==> config.mk <==
export PLATFORM = sky130hd
export DESIGN_NAME = tmr_top
export DESIGN_NICKNAME = d
export VERILOG_FILES = /design/src/rtl/tmr_prescaler.v /design/src/rtl/tmr_top.v
export VERILOG_INCLUDE_DIRS = /design/src /design/src/rtl
export SDC_FILE = /design/constraint.sdc
export NUM_CORES = 1
export LEC_CHECK = 0
export ABC_AREA = 1
export BUFFER_PORTS_ARGS = -buffer_cell sky130_fd_sc_hd__buf_2
export CELL_PAD_IN_SITES_DETAIL_PLACEMENT = 0
export CELL_PAD_IN_SITES_GLOBAL_PLACEMENT = 1
export CORE_MARGIN = 2
export CORE_UTILIZATION = 43
export DETAILED_ROUTE_END_ITERATION = 10
export GPL_TIMING_DRIVEN = 1
export HOLD_SLACK_MARGIN = 0.12
export PLACE_DENSITY = 0.82
export SETUP_SLACK_MARGIN = 0.02
export SYNTH_ARGS = -nofsm -noshare
export SYNTH_HDL_FRONTEND = slang
export SYNTH_SLANG_ARGS = --single-unit
==> constraint.sdc <==
create_clock -name aclk -period 3.6 [get_ports aclk]
set_input_delay 0.18 -clock aclk [delete_from_list [all_inputs] [get_ports aclk]]
set_output_delay 0.18 -clock aclk [all_outputs]
set_load 0.005 [all_outputs]
==> src/rtl/tmr_consts.vh <==
// register indexes, field positions and reset values of the timer flag block
`ifndef TMR_CONSTS_VH
`define TMR_CONSTS_VH

// register indexes; byte address is four times the index
`define TMR_IDX_CNT_HI   6'h04
`define TMR_IDX_CNT_LO   6'h05
`define TMR_IDX_SC1      6'h06
`define TMR_IDX_EDGE_HI  6'h0A
`define TMR_IDX_EDGE_LO  6'h0B
`define TMR_IDX_IEN      6'h0C
`define TMR_IDX_SC2      6'h0D
`define TMR_IDX_FLG1     6'h0E
`define TMR_IDX_FLG2     6'h0F
`define TMR_IDX_CH_FIRST 6'h10
`define TMR_IDX_CH_LAST  6'h1F

// system_control_one fields
`define TMR_SC1_RUN      7
`define TMR_SC1_FAST     4
`define TMR_SC1_FINE     3
// system_control_two fields
`define TMR_SC2_OVF_IE   7
`define TMR_SC2_DIV_MSB  2
// overflow_flags field
`define TMR_FLG2_WRAP    7

// reset values
`define TMR_RST_BYTE     8'h00
`define TMR_RST_WORD     16'h0000
`define TMR_RST_DIV      3'h0

// counter limits
`define TMR_CNT_MAX      16'hFFFF

// bus answers
`define TMR_RESP_OKAY    2'h0
`define TMR_RESP_SLVERR  2'h2

`endif

==> src/rtl/tmr_prescaler.v <==
// power-of-two prescaler of the timer counter clock
`timescale 1ns/10ps
`include "tmr_consts.vh"

module tmr_prescaler (
    input  wire       aclk,
    input  wire       aresetn,
    input  wire       run,
    input  wire [2:0] div_sel,
    output reg        tick_reg
);

    reg  [6:0] stage_reg;
    reg  [2:0] active_sel_reg;
    wire [6:0] low_mask;
    wire       last_stage;

    // only the stages below the divider matter for the tick
    assign low_mask   = ~(7'h7F << active_sel_reg);
    assign last_stage = ((stage_reg & low_mask) == low_mask);

    // stage chain; new select taken while every stage is zero, and on every cycle while run is low
    always @(posedge aclk) begin
        if (!aresetn) begin
            stage_reg      <= 7'h00;
            active_sel_reg <= `TMR_RST_DIV;
            tick_reg       <= 1'b0;
        end else if (!run) begin
            stage_reg      <= 7'h00;
            active_sel_reg <= div_sel;
            tick_reg       <= 1'b0;
        end else begin
            stage_reg <= stage_reg + 7'h01;
            tick_reg  <= last_stage;
            if (stage_reg == 7'h00) begin
                active_sel_reg <= div_sel;
            end
        end
    end

endmodule

==> src/rtl/tmr_top.v <==
// register block, flags, edge detectors and counter of the two-channel timer
`timescale 1ns/10ps
`include "tmr_consts.vh"

// Functional notes
// - edge field picks none, rising, falling, both
// - absent channel bits ignore writes, read zero
// - channel enables gate channel flags onto interrupt
// - overflow enable gates overflow flag onto interrupt
// - divider select gives clock divided by power-of-two
// - new divider applies when prescaler stages zero
// - capture or compare event sets channel flag
// - writing one clears flag only while running
// - writing zero leaves flag unchanged
// - fast mode clears flag on channel access
// - counter wrap to zero sets overflow flag
// - overflow flag cleared by one while running
// - fast mode clears overflow on counter access
// - run bit zero stops timer and counter
// - fast clear bit selects access-based clearing
// - fine mode bit off uses coarse divider
module tmr_top (
    input  wire        aclk,
    input  wire        aresetn,
    input  wire [7:0]  s_axi_awaddr,
    input  wire        s_axi_awvalid,
    output reg         s_axi_awready,
    input  wire [31:0] s_axi_wdata,
    input  wire [3:0]  s_axi_wstrb,
    input  wire        s_axi_wvalid,
    output reg         s_axi_wready,
    output reg  [1:0]  s_axi_bresp,
    output reg         s_axi_bvalid,
    input  wire        s_axi_bready,
    input  wire [7:0]  s_axi_araddr,
    input  wire        s_axi_arvalid,
    output reg         s_axi_arready,
    output reg  [31:0] s_axi_rdata,
    output reg  [1:0]  s_axi_rresp,
    output reg         s_axi_rvalid,
    input  wire        s_axi_rready,
    input  wire [1:0]  capture_pin,
    input  wire [1:0]  channel_is_compare,
    input  wire [1:0]  compare_event,
    input  wire        fine_tick,
    output reg         irq_reg
);

    // software registers
    reg  [7:0]  system_control_one_reg;
    reg  [3:0]  edge_control_low_reg;
    reg  [1:0]  channel_irq_enable_reg;
    reg         overflow_irq_enable_reg;
    reg  [2:0]  clock_divider_select_reg;
    reg  [1:0]  channel_event_flag_reg;
    reg         counter_wrap_flag_reg;
    reg  [15:0] free_running_counter_reg;
    reg  [15:0] capture_value_reg [0:1];
    reg         fine_written_reg;

    // bus state
    reg  [5:0]  aw_idx_reg;
    reg         aw_got_reg;
    reg  [7:0]  w_byte_reg;
    reg         w_lane0_reg;
    reg         w_got_reg;

    // pin sampling
    reg  [1:0]  pin_meta_reg;
    reg  [1:0]  pin_sync_reg;
    reg  [1:0]  pin_prev_reg;

    wire        timer_run;
    wire        fast_flag_clear;
    wire        fine_divider_mode;
    wire        coarse_tick;
    wire        count_tick;
    wire        wr_fire;
    wire        rd_fire;
    wire [5:0]  ar_idx;
    wire        wr_en;
    wire [1:0]  rise;
    wire [1:0]  fall;
    wire [1:0]  capture_hit;
    wire [1:0]  fast_clr_ch;
    wire [1:0]  sw_clr_ch;
    wire [1:0]  flag_set;
    wire        wrap_set;
    wire        wrap_clr;
    wire        wr_ch_win;
    wire        rd_ch_win;
    wire        wr_cnt;
    wire        rd_cnt;

    assign timer_run         = system_control_one_reg[`TMR_SC1_RUN];
    assign fast_flag_clear   = system_control_one_reg[`TMR_SC1_FAST];
    assign fine_divider_mode = system_control_one_reg[`TMR_SC1_FINE];

    // coarse divider; held still while the timer is off to save power
    tmr_prescaler tmr_prescaler_inst (
        .aclk     (aclk),
        .aresetn  (aresetn),
        .run      (timer_run),
        .div_sel  (clock_divider_select_reg),
        .tick_reg (coarse_tick)
    );

    // fine divider lives outside this block and hands in its tick
    assign count_tick = timer_run & (fine_divider_mode ? fine_tick : coarse_tick);

    // handshakes
    assign wr_fire = aw_got_reg & w_got_reg & ~s_axi_bvalid;
    assign wr_en   = wr_fire & w_lane0_reg;
    assign rd_fire = s_axi_arvalid & s_axi_arready;
    assign ar_idx  = s_axi_araddr[7:2];

    // channel window decode: two bytes per channel, only channels 0 and 1 exist
    assign wr_ch_win = wr_en & (aw_idx_reg >= `TMR_IDX_CH_FIRST) & (aw_idx_reg <= `TMR_IDX_CH_LAST);
    assign rd_ch_win = rd_fire & (ar_idx >= `TMR_IDX_CH_FIRST) & (ar_idx <= `TMR_IDX_CH_LAST);
    assign wr_cnt    = wr_fire & ((aw_idx_reg == `TMR_IDX_CNT_HI) | (aw_idx_reg == `TMR_IDX_CNT_LO));
    assign rd_cnt    = rd_fire & ((ar_idx == `TMR_IDX_CNT_HI) | (ar_idx == `TMR_IDX_CNT_LO));

    // capture pins: two flops, then a third copy for edge history
    always @(posedge aclk) begin
        if (!aresetn) begin
            pin_meta_reg <= 2'h0;
            pin_sync_reg <= 2'h0;
            pin_prev_reg <= 2'h0;
        end else begin
            pin_meta_reg <= capture_pin;
            pin_sync_reg <= pin_meta_reg;
            pin_prev_reg <= pin_sync_reg;
        end
    end

    assign rise = pin_sync_reg & ~pin_prev_reg;
    assign fall = ~pin_sync_reg & pin_prev_reg;

    // per-channel edge detect, flag set and clear terms
    genvar ch;
    generate
        for (ch = 0; ch < 2; ch = ch + 1) begin : g_ch
            assign capture_hit[ch] = timer_run & ~channel_is_compare[ch] &
                ((edge_control_low_reg[2*ch] & rise[ch]) |
                 (edge_control_low_reg[2*ch+1] & fall[ch]));
            assign flag_set[ch] = capture_hit[ch] |
                (timer_run & channel_is_compare[ch] & compare_event[ch]);
            assign fast_clr_ch[ch] = fast_flag_clear & (
                (rd_ch_win & ~channel_is_compare[ch] & (ar_idx[3:1] == ch)) |
                (wr_ch_win & channel_is_compare[ch] & (aw_idx_reg[3:1] == ch)));
            assign sw_clr_ch[ch] = wr_en & timer_run & (aw_idx_reg == `TMR_IDX_FLG1) &
                w_byte_reg[ch];

            // latch counter on the chosen edge
            always @(posedge aclk) begin
                if (!aresetn) begin
                    capture_value_reg[ch] <= `TMR_RST_WORD;
                end else if (capture_hit[ch]) begin
                    capture_value_reg[ch] <= free_running_counter_reg;
                end
            end
        end
    endgenerate

    // a set arriving with a clear wins
    always @(posedge aclk) begin
        if (!aresetn) begin
            channel_event_flag_reg <= 2'h0;
        end else begin
            channel_event_flag_reg <= (channel_event_flag_reg & ~(sw_clr_ch | fast_clr_ch)) | flag_set;
        end
    end

    // free-running counter, frozen while off; bus writes to it have no effect
    always @(posedge aclk) begin
        if (!aresetn) begin
            free_running_counter_reg <= `TMR_RST_WORD;
        end else if (count_tick) begin
            free_running_counter_reg <= free_running_counter_reg + 16'h0001;
        end
    end

    assign wrap_set = count_tick & (free_running_counter_reg == `TMR_CNT_MAX);
    assign wrap_clr = (wr_en & timer_run & (aw_idx_reg == `TMR_IDX_FLG2) & w_byte_reg[`TMR_FLG2_WRAP]) |
                      (fast_flag_clear & (wr_cnt | rd_cnt));

    // overflow flag, set wins
    always @(posedge aclk) begin
        if (!aresetn) begin
            counter_wrap_flag_reg <= 1'b0;
        end else begin
            counter_wrap_flag_reg <= (counter_wrap_flag_reg & ~wrap_clr) | wrap_set;
        end
    end

    // interrupt line, registered so it never glitches
    always @(posedge aclk) begin
        if (!aresetn) begin
            irq_reg <= 1'b0;
        end else begin
            irq_reg <= (|(channel_event_flag_reg & channel_irq_enable_reg)) |
                       (counter_wrap_flag_reg & overflow_irq_enable_reg);
        end
    end

    // write address and data may arrive in either order
    always @(posedge aclk) begin
        if (!aresetn) begin
            aw_got_reg    <= 1'b0;
            aw_idx_reg    <= 6'h00;
            s_axi_awready <= 1'b0;
        end else if (s_axi_awvalid & s_axi_awready) begin
            aw_got_reg    <= 1'b1;
            aw_idx_reg    <= s_axi_awaddr[7:2];
            s_axi_awready <= 1'b0;
        end else if (wr_fire) begin
            aw_got_reg    <= 1'b0;
            s_axi_awready <= 1'b0;
        end else begin
            s_axi_awready <= ~aw_got_reg & ~s_axi_bvalid;
        end
    end

    always @(posedge aclk) begin
        if (!aresetn) begin
            w_got_reg    <= 1'b0;
            w_byte_reg   <= `TMR_RST_BYTE;
            w_lane0_reg  <= 1'b0;
            s_axi_wready <= 1'b0;
        end else if (s_axi_wvalid & s_axi_wready) begin
            w_got_reg    <= 1'b1;
            w_byte_reg   <= s_axi_wdata[7:0];
            w_lane0_reg  <= s_axi_wstrb[0];
            s_axi_wready <= 1'b0;
        end else if (wr_fire) begin
            w_got_reg    <= 1'b0;
            s_axi_wready <= 1'b0;
        end else begin
            s_axi_wready <= ~w_got_reg & ~s_axi_bvalid;
        end
    end

    // write response; only an index beyond the channel window answers with a slave error
    always @(posedge aclk) begin
        if (!aresetn) begin
            s_axi_bvalid <= 1'b0;
            s_axi_bresp  <= `TMR_RESP_OKAY;
        end else if (wr_fire) begin
            s_axi_bvalid <= 1'b1;
            s_axi_bresp  <= (aw_idx_reg > `TMR_IDX_CH_LAST) ? `TMR_RESP_SLVERR : `TMR_RESP_OKAY;
        end else if (s_axi_bready) begin
            s_axi_bvalid <= 1'b0;
        end
    end

    // control register writes; only byte lane 0 carries data
    always @(posedge aclk) begin
        if (!aresetn) begin
            system_control_one_reg   <= `TMR_RST_BYTE;
            fine_written_reg         <= 1'b0;
            edge_control_low_reg     <= 4'h0;
            channel_irq_enable_reg   <= 2'h0;
            overflow_irq_enable_reg  <= 1'b0;
            clock_divider_select_reg <= `TMR_RST_DIV;
        end else if (wr_en) begin
            case (aw_idx_reg)
                `TMR_IDX_SC1: begin
                    // fine mode bit may be written once after reset
                    system_control_one_reg[`TMR_SC1_RUN]  <= w_byte_reg[`TMR_SC1_RUN];
                    system_control_one_reg[`TMR_SC1_FAST] <= w_byte_reg[`TMR_SC1_FAST];
                    fine_written_reg <= 1'b1;
                    if (!fine_written_reg) begin
                        system_control_one_reg[`TMR_SC1_FINE] <= w_byte_reg[`TMR_SC1_FINE];
                    end
                end
                `TMR_IDX_EDGE_LO: begin
                    edge_control_low_reg <= w_byte_reg[3:0];
                end
                `TMR_IDX_IEN: begin
                    channel_irq_enable_reg <= w_byte_reg[1:0];
                end
                `TMR_IDX_SC2: begin
                    overflow_irq_enable_reg  <= w_byte_reg[`TMR_SC2_OVF_IE];
                    clock_divider_select_reg <= w_byte_reg[`TMR_SC2_DIV_MSB:0];
                end
                default: begin
                    system_control_one_reg <= system_control_one_reg;
                end
            endcase
        end
    end

    // read mux; absent channel bits and the upper edge register read zero
    reg [7:0] rd_byte;
    reg       rd_bad;
    always @* begin
        rd_byte = `TMR_RST_BYTE;
        rd_bad  = 1'b0;
        case (ar_idx)
            `TMR_IDX_CNT_HI:  rd_byte = free_running_counter_reg[15:8];
            `TMR_IDX_CNT_LO:  rd_byte = free_running_counter_reg[7:0];
            `TMR_IDX_SC1:     rd_byte = system_control_one_reg;
            `TMR_IDX_EDGE_HI: rd_byte = `TMR_RST_BYTE;
            `TMR_IDX_EDGE_LO: rd_byte = {4'h0, edge_control_low_reg};
            `TMR_IDX_IEN:     rd_byte = {6'h00, channel_irq_enable_reg};
            `TMR_IDX_SC2:     rd_byte = {overflow_irq_enable_reg, 4'h0, clock_divider_select_reg};
            `TMR_IDX_FLG1:    rd_byte = {6'h00, channel_event_flag_reg};
            `TMR_IDX_FLG2:    rd_byte = {counter_wrap_flag_reg, 7'h00};
            6'h10:            rd_byte = capture_value_reg[0][15:8];
            6'h11:            rd_byte = capture_value_reg[0][7:0];
            6'h12:            rd_byte = capture_value_reg[1][15:8];
            6'h13:            rd_byte = capture_value_reg[1][7:0];
            default: begin
                rd_byte = `TMR_RST_BYTE;
                rd_bad  = (ar_idx > `TMR_IDX_CH_LAST);
            end
        endcase
    end

    // read channel: one transfer at a time, data one cycle after the address
    always @(posedge aclk) begin
        if (!aresetn) begin
            s_axi_arready <= 1'b0;
            s_axi_rvalid  <= 1'b0;
            s_axi_rdata   <= 32'h00000000;
            s_axi_rresp   <= `TMR_RESP_OKAY;
        end else if (rd_fire) begin
            s_axi_arready <= 1'b0;
            s_axi_rvalid  <= 1'b1;
            s_axi_rdata   <= {24'h000000, rd_byte};
            s_axi_rresp   <= rd_bad ? `TMR_RESP_SLVERR : `TMR_RESP_OKAY;
        end else if (s_axi_rvalid) begin
            s_axi_arready <= 1'b0;
            s_axi_rvalid  <= ~s_axi_rready;
        end else begin
            s_axi_arready <= 1'b1;
        end
    end

endmodule

==> flow_summary.json <==
{
  "avgSynthCellArea_sq_um": 7.34,
  "max_freq_ghz": 0.465,
  "min_from": "s_axi_arvalid",
  "clock_latency_ns": 0.42,
  "synth-warning-count": 0,
  "slew_headroom": 0.389,
  "cap_viol_max_count": 0,
  "ff2ff_setup_slack_ns": 1.66,
  "finalSetupViolCount": 0,
  "ant_nets": 0,
  "hp-class": "input port to flip-flop",
  "grt_overflow": 0,
  "synthCells": 737,
  "power_density_nw_per_um2": 496,
  "synthDistinctLibCells": 32,
  "start_kind": "input port",
  "reg2reg_depth": 5,
  "cts.path.max_buffers": 2,
  "n_antenna_cell": 0,
  "holdPathStages": 4,
  "synth-edff-count": 32,
  "grt_max_degree": 49,
  "syn_area_sq_um": 5410,
  "row_count": 40,
  "io_buffers": 48,
  "cts_tree": "yes",
  "ff_latch_area_sq_um": 2580,
  "drcViolationCount": 0,
  "core-area_sq_um": 12200,
  "cts_root_buffer": "clkbuf_16",
  "grt_pass1_vias": 4641,
  "arrival_ns": 2.51,
  "synth_seq_cells": 113,
  "top_level_ports": 108,
  "path_clk_slew_ns": 0.05,
  "htreeDepth": 4,
  "antenna_found_initial": 0,
  "finClkSkew_ns": 0.00580,
  "finalCritPeriodShare": 0.598,
  "r2r_end": "capture_value_reg[0][11]$_SDFFCE_PN0P_",
  "final_nets": 879,
  "r2r-start": "system_control_one_reg[7]$_SDFFE_PN0P_",
  "fill_cells": 1184,
  "fin_tns_setup_ns": 0,
  "dr.pass1.iters": 5,
  "cts_setup_buffers": 0,
  "required_ns": 3.96,
  "netlist_top_cells_count": "nand2_1 (164), nor2_1 (126), inv_1 (90)",
  "finalMaxSlewViolations": 0,
  "syn_to_final_growth_pct": 20.3,
  "place.gp.congestion": 0.853,
  "cts-buffers-inserted": 17,
  "cts.sink_count": 113,
  "hold_end": "s_axi_arready$_SDFF_PP0_",
  "synthTopCellsByArea": "dfxtp_1 (30%), edfxtp_1 (18%), nand2_1 (11%)",
  "num_vias": 4854,
  "cp_max_fo": 13,
  "p_leak_nw": 2.81,
  "irDropWorstVdd_v": 0.000294,
  "min_period_ns": 2.15,
  "ys.flop_type": "dfxtp_1",
  "largest_reg_flops": 32,
  "synth_area_leader_cell": "dfxtp_1",
  "dieArea_sq_um": 13500,
  "p_total_mw": 3.23,
  "start_util": 0.445,
  "yosysMostFrequentCell": "nand2_1",
  "grt_use_total": 0.221,
  "end_kind": "flip-flop",
  "dieWidth_um": 116,
  "vias_per_cell": 4.90,
  "wire_per_inst_um": 14.0,
  "dpl.hpwl_mm": 9.76,
  "async_flop_share": 0,
  "final_hold_viol_count": 0,
  "ys_seq_area_frac": 0.477,
  "multi_input_area_sq_um": 2320,
  "crit_type": "input port to flip-flop",
  "netlist.area_leader.share": 0.300,
  "drtIter0Drc": 391,
  "run_status": "complete, no violations",
  "grt_pass1_wl_mm": 22.6,
  "tightest_slew_ns": 0.916,
  "drive_above_1_share": 0.113,
  "rsz0062_at_grt": "no",
  "drt-total-wl_mm": 13.8,
  "dieHeight_um": 116
}
==> worst max path at each step <==
stage                                                 startpoint                                    end  slack (ns)  depth (start not counted)
after floorplan           system_control_one_reg[7]$_SDFFE_PN0P_  capture_value_reg[0][0]$_SDFFCE_PN0P_        2.17                          5
after global placement                           s_axi_araddr[7]            s_axi_rdata[2]$_SDFFE_PN0N_        1.62                         10
after detailed placement                         s_axi_araddr[7]            s_axi_rdata[4]$_SDFFE_PN0N_        1.61                         10
after CTS                                        s_axi_araddr[7]            s_axi_rdata[4]$_SDFFE_PN0N_        1.47                         11
after global routing                             s_axi_araddr[7]            s_axi_rdata[2]$_SDFFE_PN0N_        1.20                         11
final                                            s_axi_araddr[7]            s_axi_rdata[4]$_SDFFE_PN0N_        1.45                         11
==> metal layers <==
metal	share of wire	wire length [um]	vias up	global-route usage
li1	-	-	2474	-
met1	0.47	6560	2239	0.289
met2	0.47	6450	124	0.360
met3	0.048	661	17	0.0519
met4	0.013	183	0	0.0770
met5	0	0	-	0
==> stage by stage <==
stage | worst slack [ns] | area, sq um | cells | hold slack [ns] | utilization
3_3_place_gp | 1.62 | 5710 | 939 | 0.371 | 0.470
6_report | 1.45 | 6510 | 991 | 0.138 | 0.536
5_1_grt | 1.20 | 6510 | 991 | 0.169 | 0.536
3_5_place_dp | 1.61 | 5710 | 939 | 0.370 | 0.470
4_1_cts | 1.47 | 6510 | 991 | 0.132 | 0.536
2_1_floorplan | 2.17 | 5510 | 762 | 0.278 | -
==> power breakdown <==
| group | total, mW | internal (mW) | switching [mW] | leakage (nW) |
|---|---|---|---|---|
| Combinational | 0.162 | 0.0564 | 0.106 | 1.53 |
| Sequential | 1.36 | 1.34 | 0.0169 | 0.986 |
| Clock | 1.71 | 1.14 | 0.572 | 0.289 |
| Total | 3.23 | 2.54 | 0.695 | 2.81 |
==> cell families after synthesis <==
logic type	Yosys count	synth area share
adder cells (fa/ha/maj)	3	0.00694
AO/OA/AOI/OAI	108	0.107
AND/OR/NAND/NOR	379	0.296
flip-flops	113	0.477
buffers and inverters	132	0.111
XOR/XNOR	1	0.00162
other	1	0.000693
==> placed cells by master, fill, tap and decap left out, drive strengths merged <==
cell,synthesis,layout
and3b,1,1
o21ai,45,45
edfxtp,32,32
dlygate4sd3,0,20
xor2,1,1
o211ai,1,1
a21oi,51,51
inv,91,91
nor3,6,6
a21boi,1,1
clkinvlp,0,2
nand4,19,19
or2,2,2
bufinv,0,4
o221ai,1,1
a211oi,7,7
clkinv,0,8
buf,31,50
dfxtp,81,81
conb,1,26
nand3,47,47
nand2,165,165
clkbuf,10,18
nor2,135,135
nor4,1,1
o21a,1,1
ha,3,3
nand3b,3,3
a311oi,1,1
==> timing repair <==
item	4_1_cts	5_1_grt
hold buffers	20	0
hold endpoints to repair	19	0
resized for setup	0	0
setup endpoints to repair	0	0
==> layout make-up <==
| cell class | count | area share |
|---|---|---|
| flip-flops and latches | 113 | 0.396 |
| multi-input cells | 517 | 0.357 |
| repair buffers | 70 | 0.0699 |
| clock buffers | 18 | 0.0659 |
| inverters | 91 | 0.0524 |
| well taps | 168 | 0.0323 |
| clock inverters | 14 | 0.0261 |
==> worst max-delay path, stage by stage <==
cell           delay [ns]
dlygate4sd3_1        0.53
buf_2                0.14
nor2_1               0.66
nand3_1              0.17
nor2_1               0.39
nand2_1              0.09
nand2_1              0.10
nor2_1               0.04
nand2_1              0.10
nand2_1              0.06
nand2_1              0.06
Note: power is estimated with default switching activity, not from simulation.
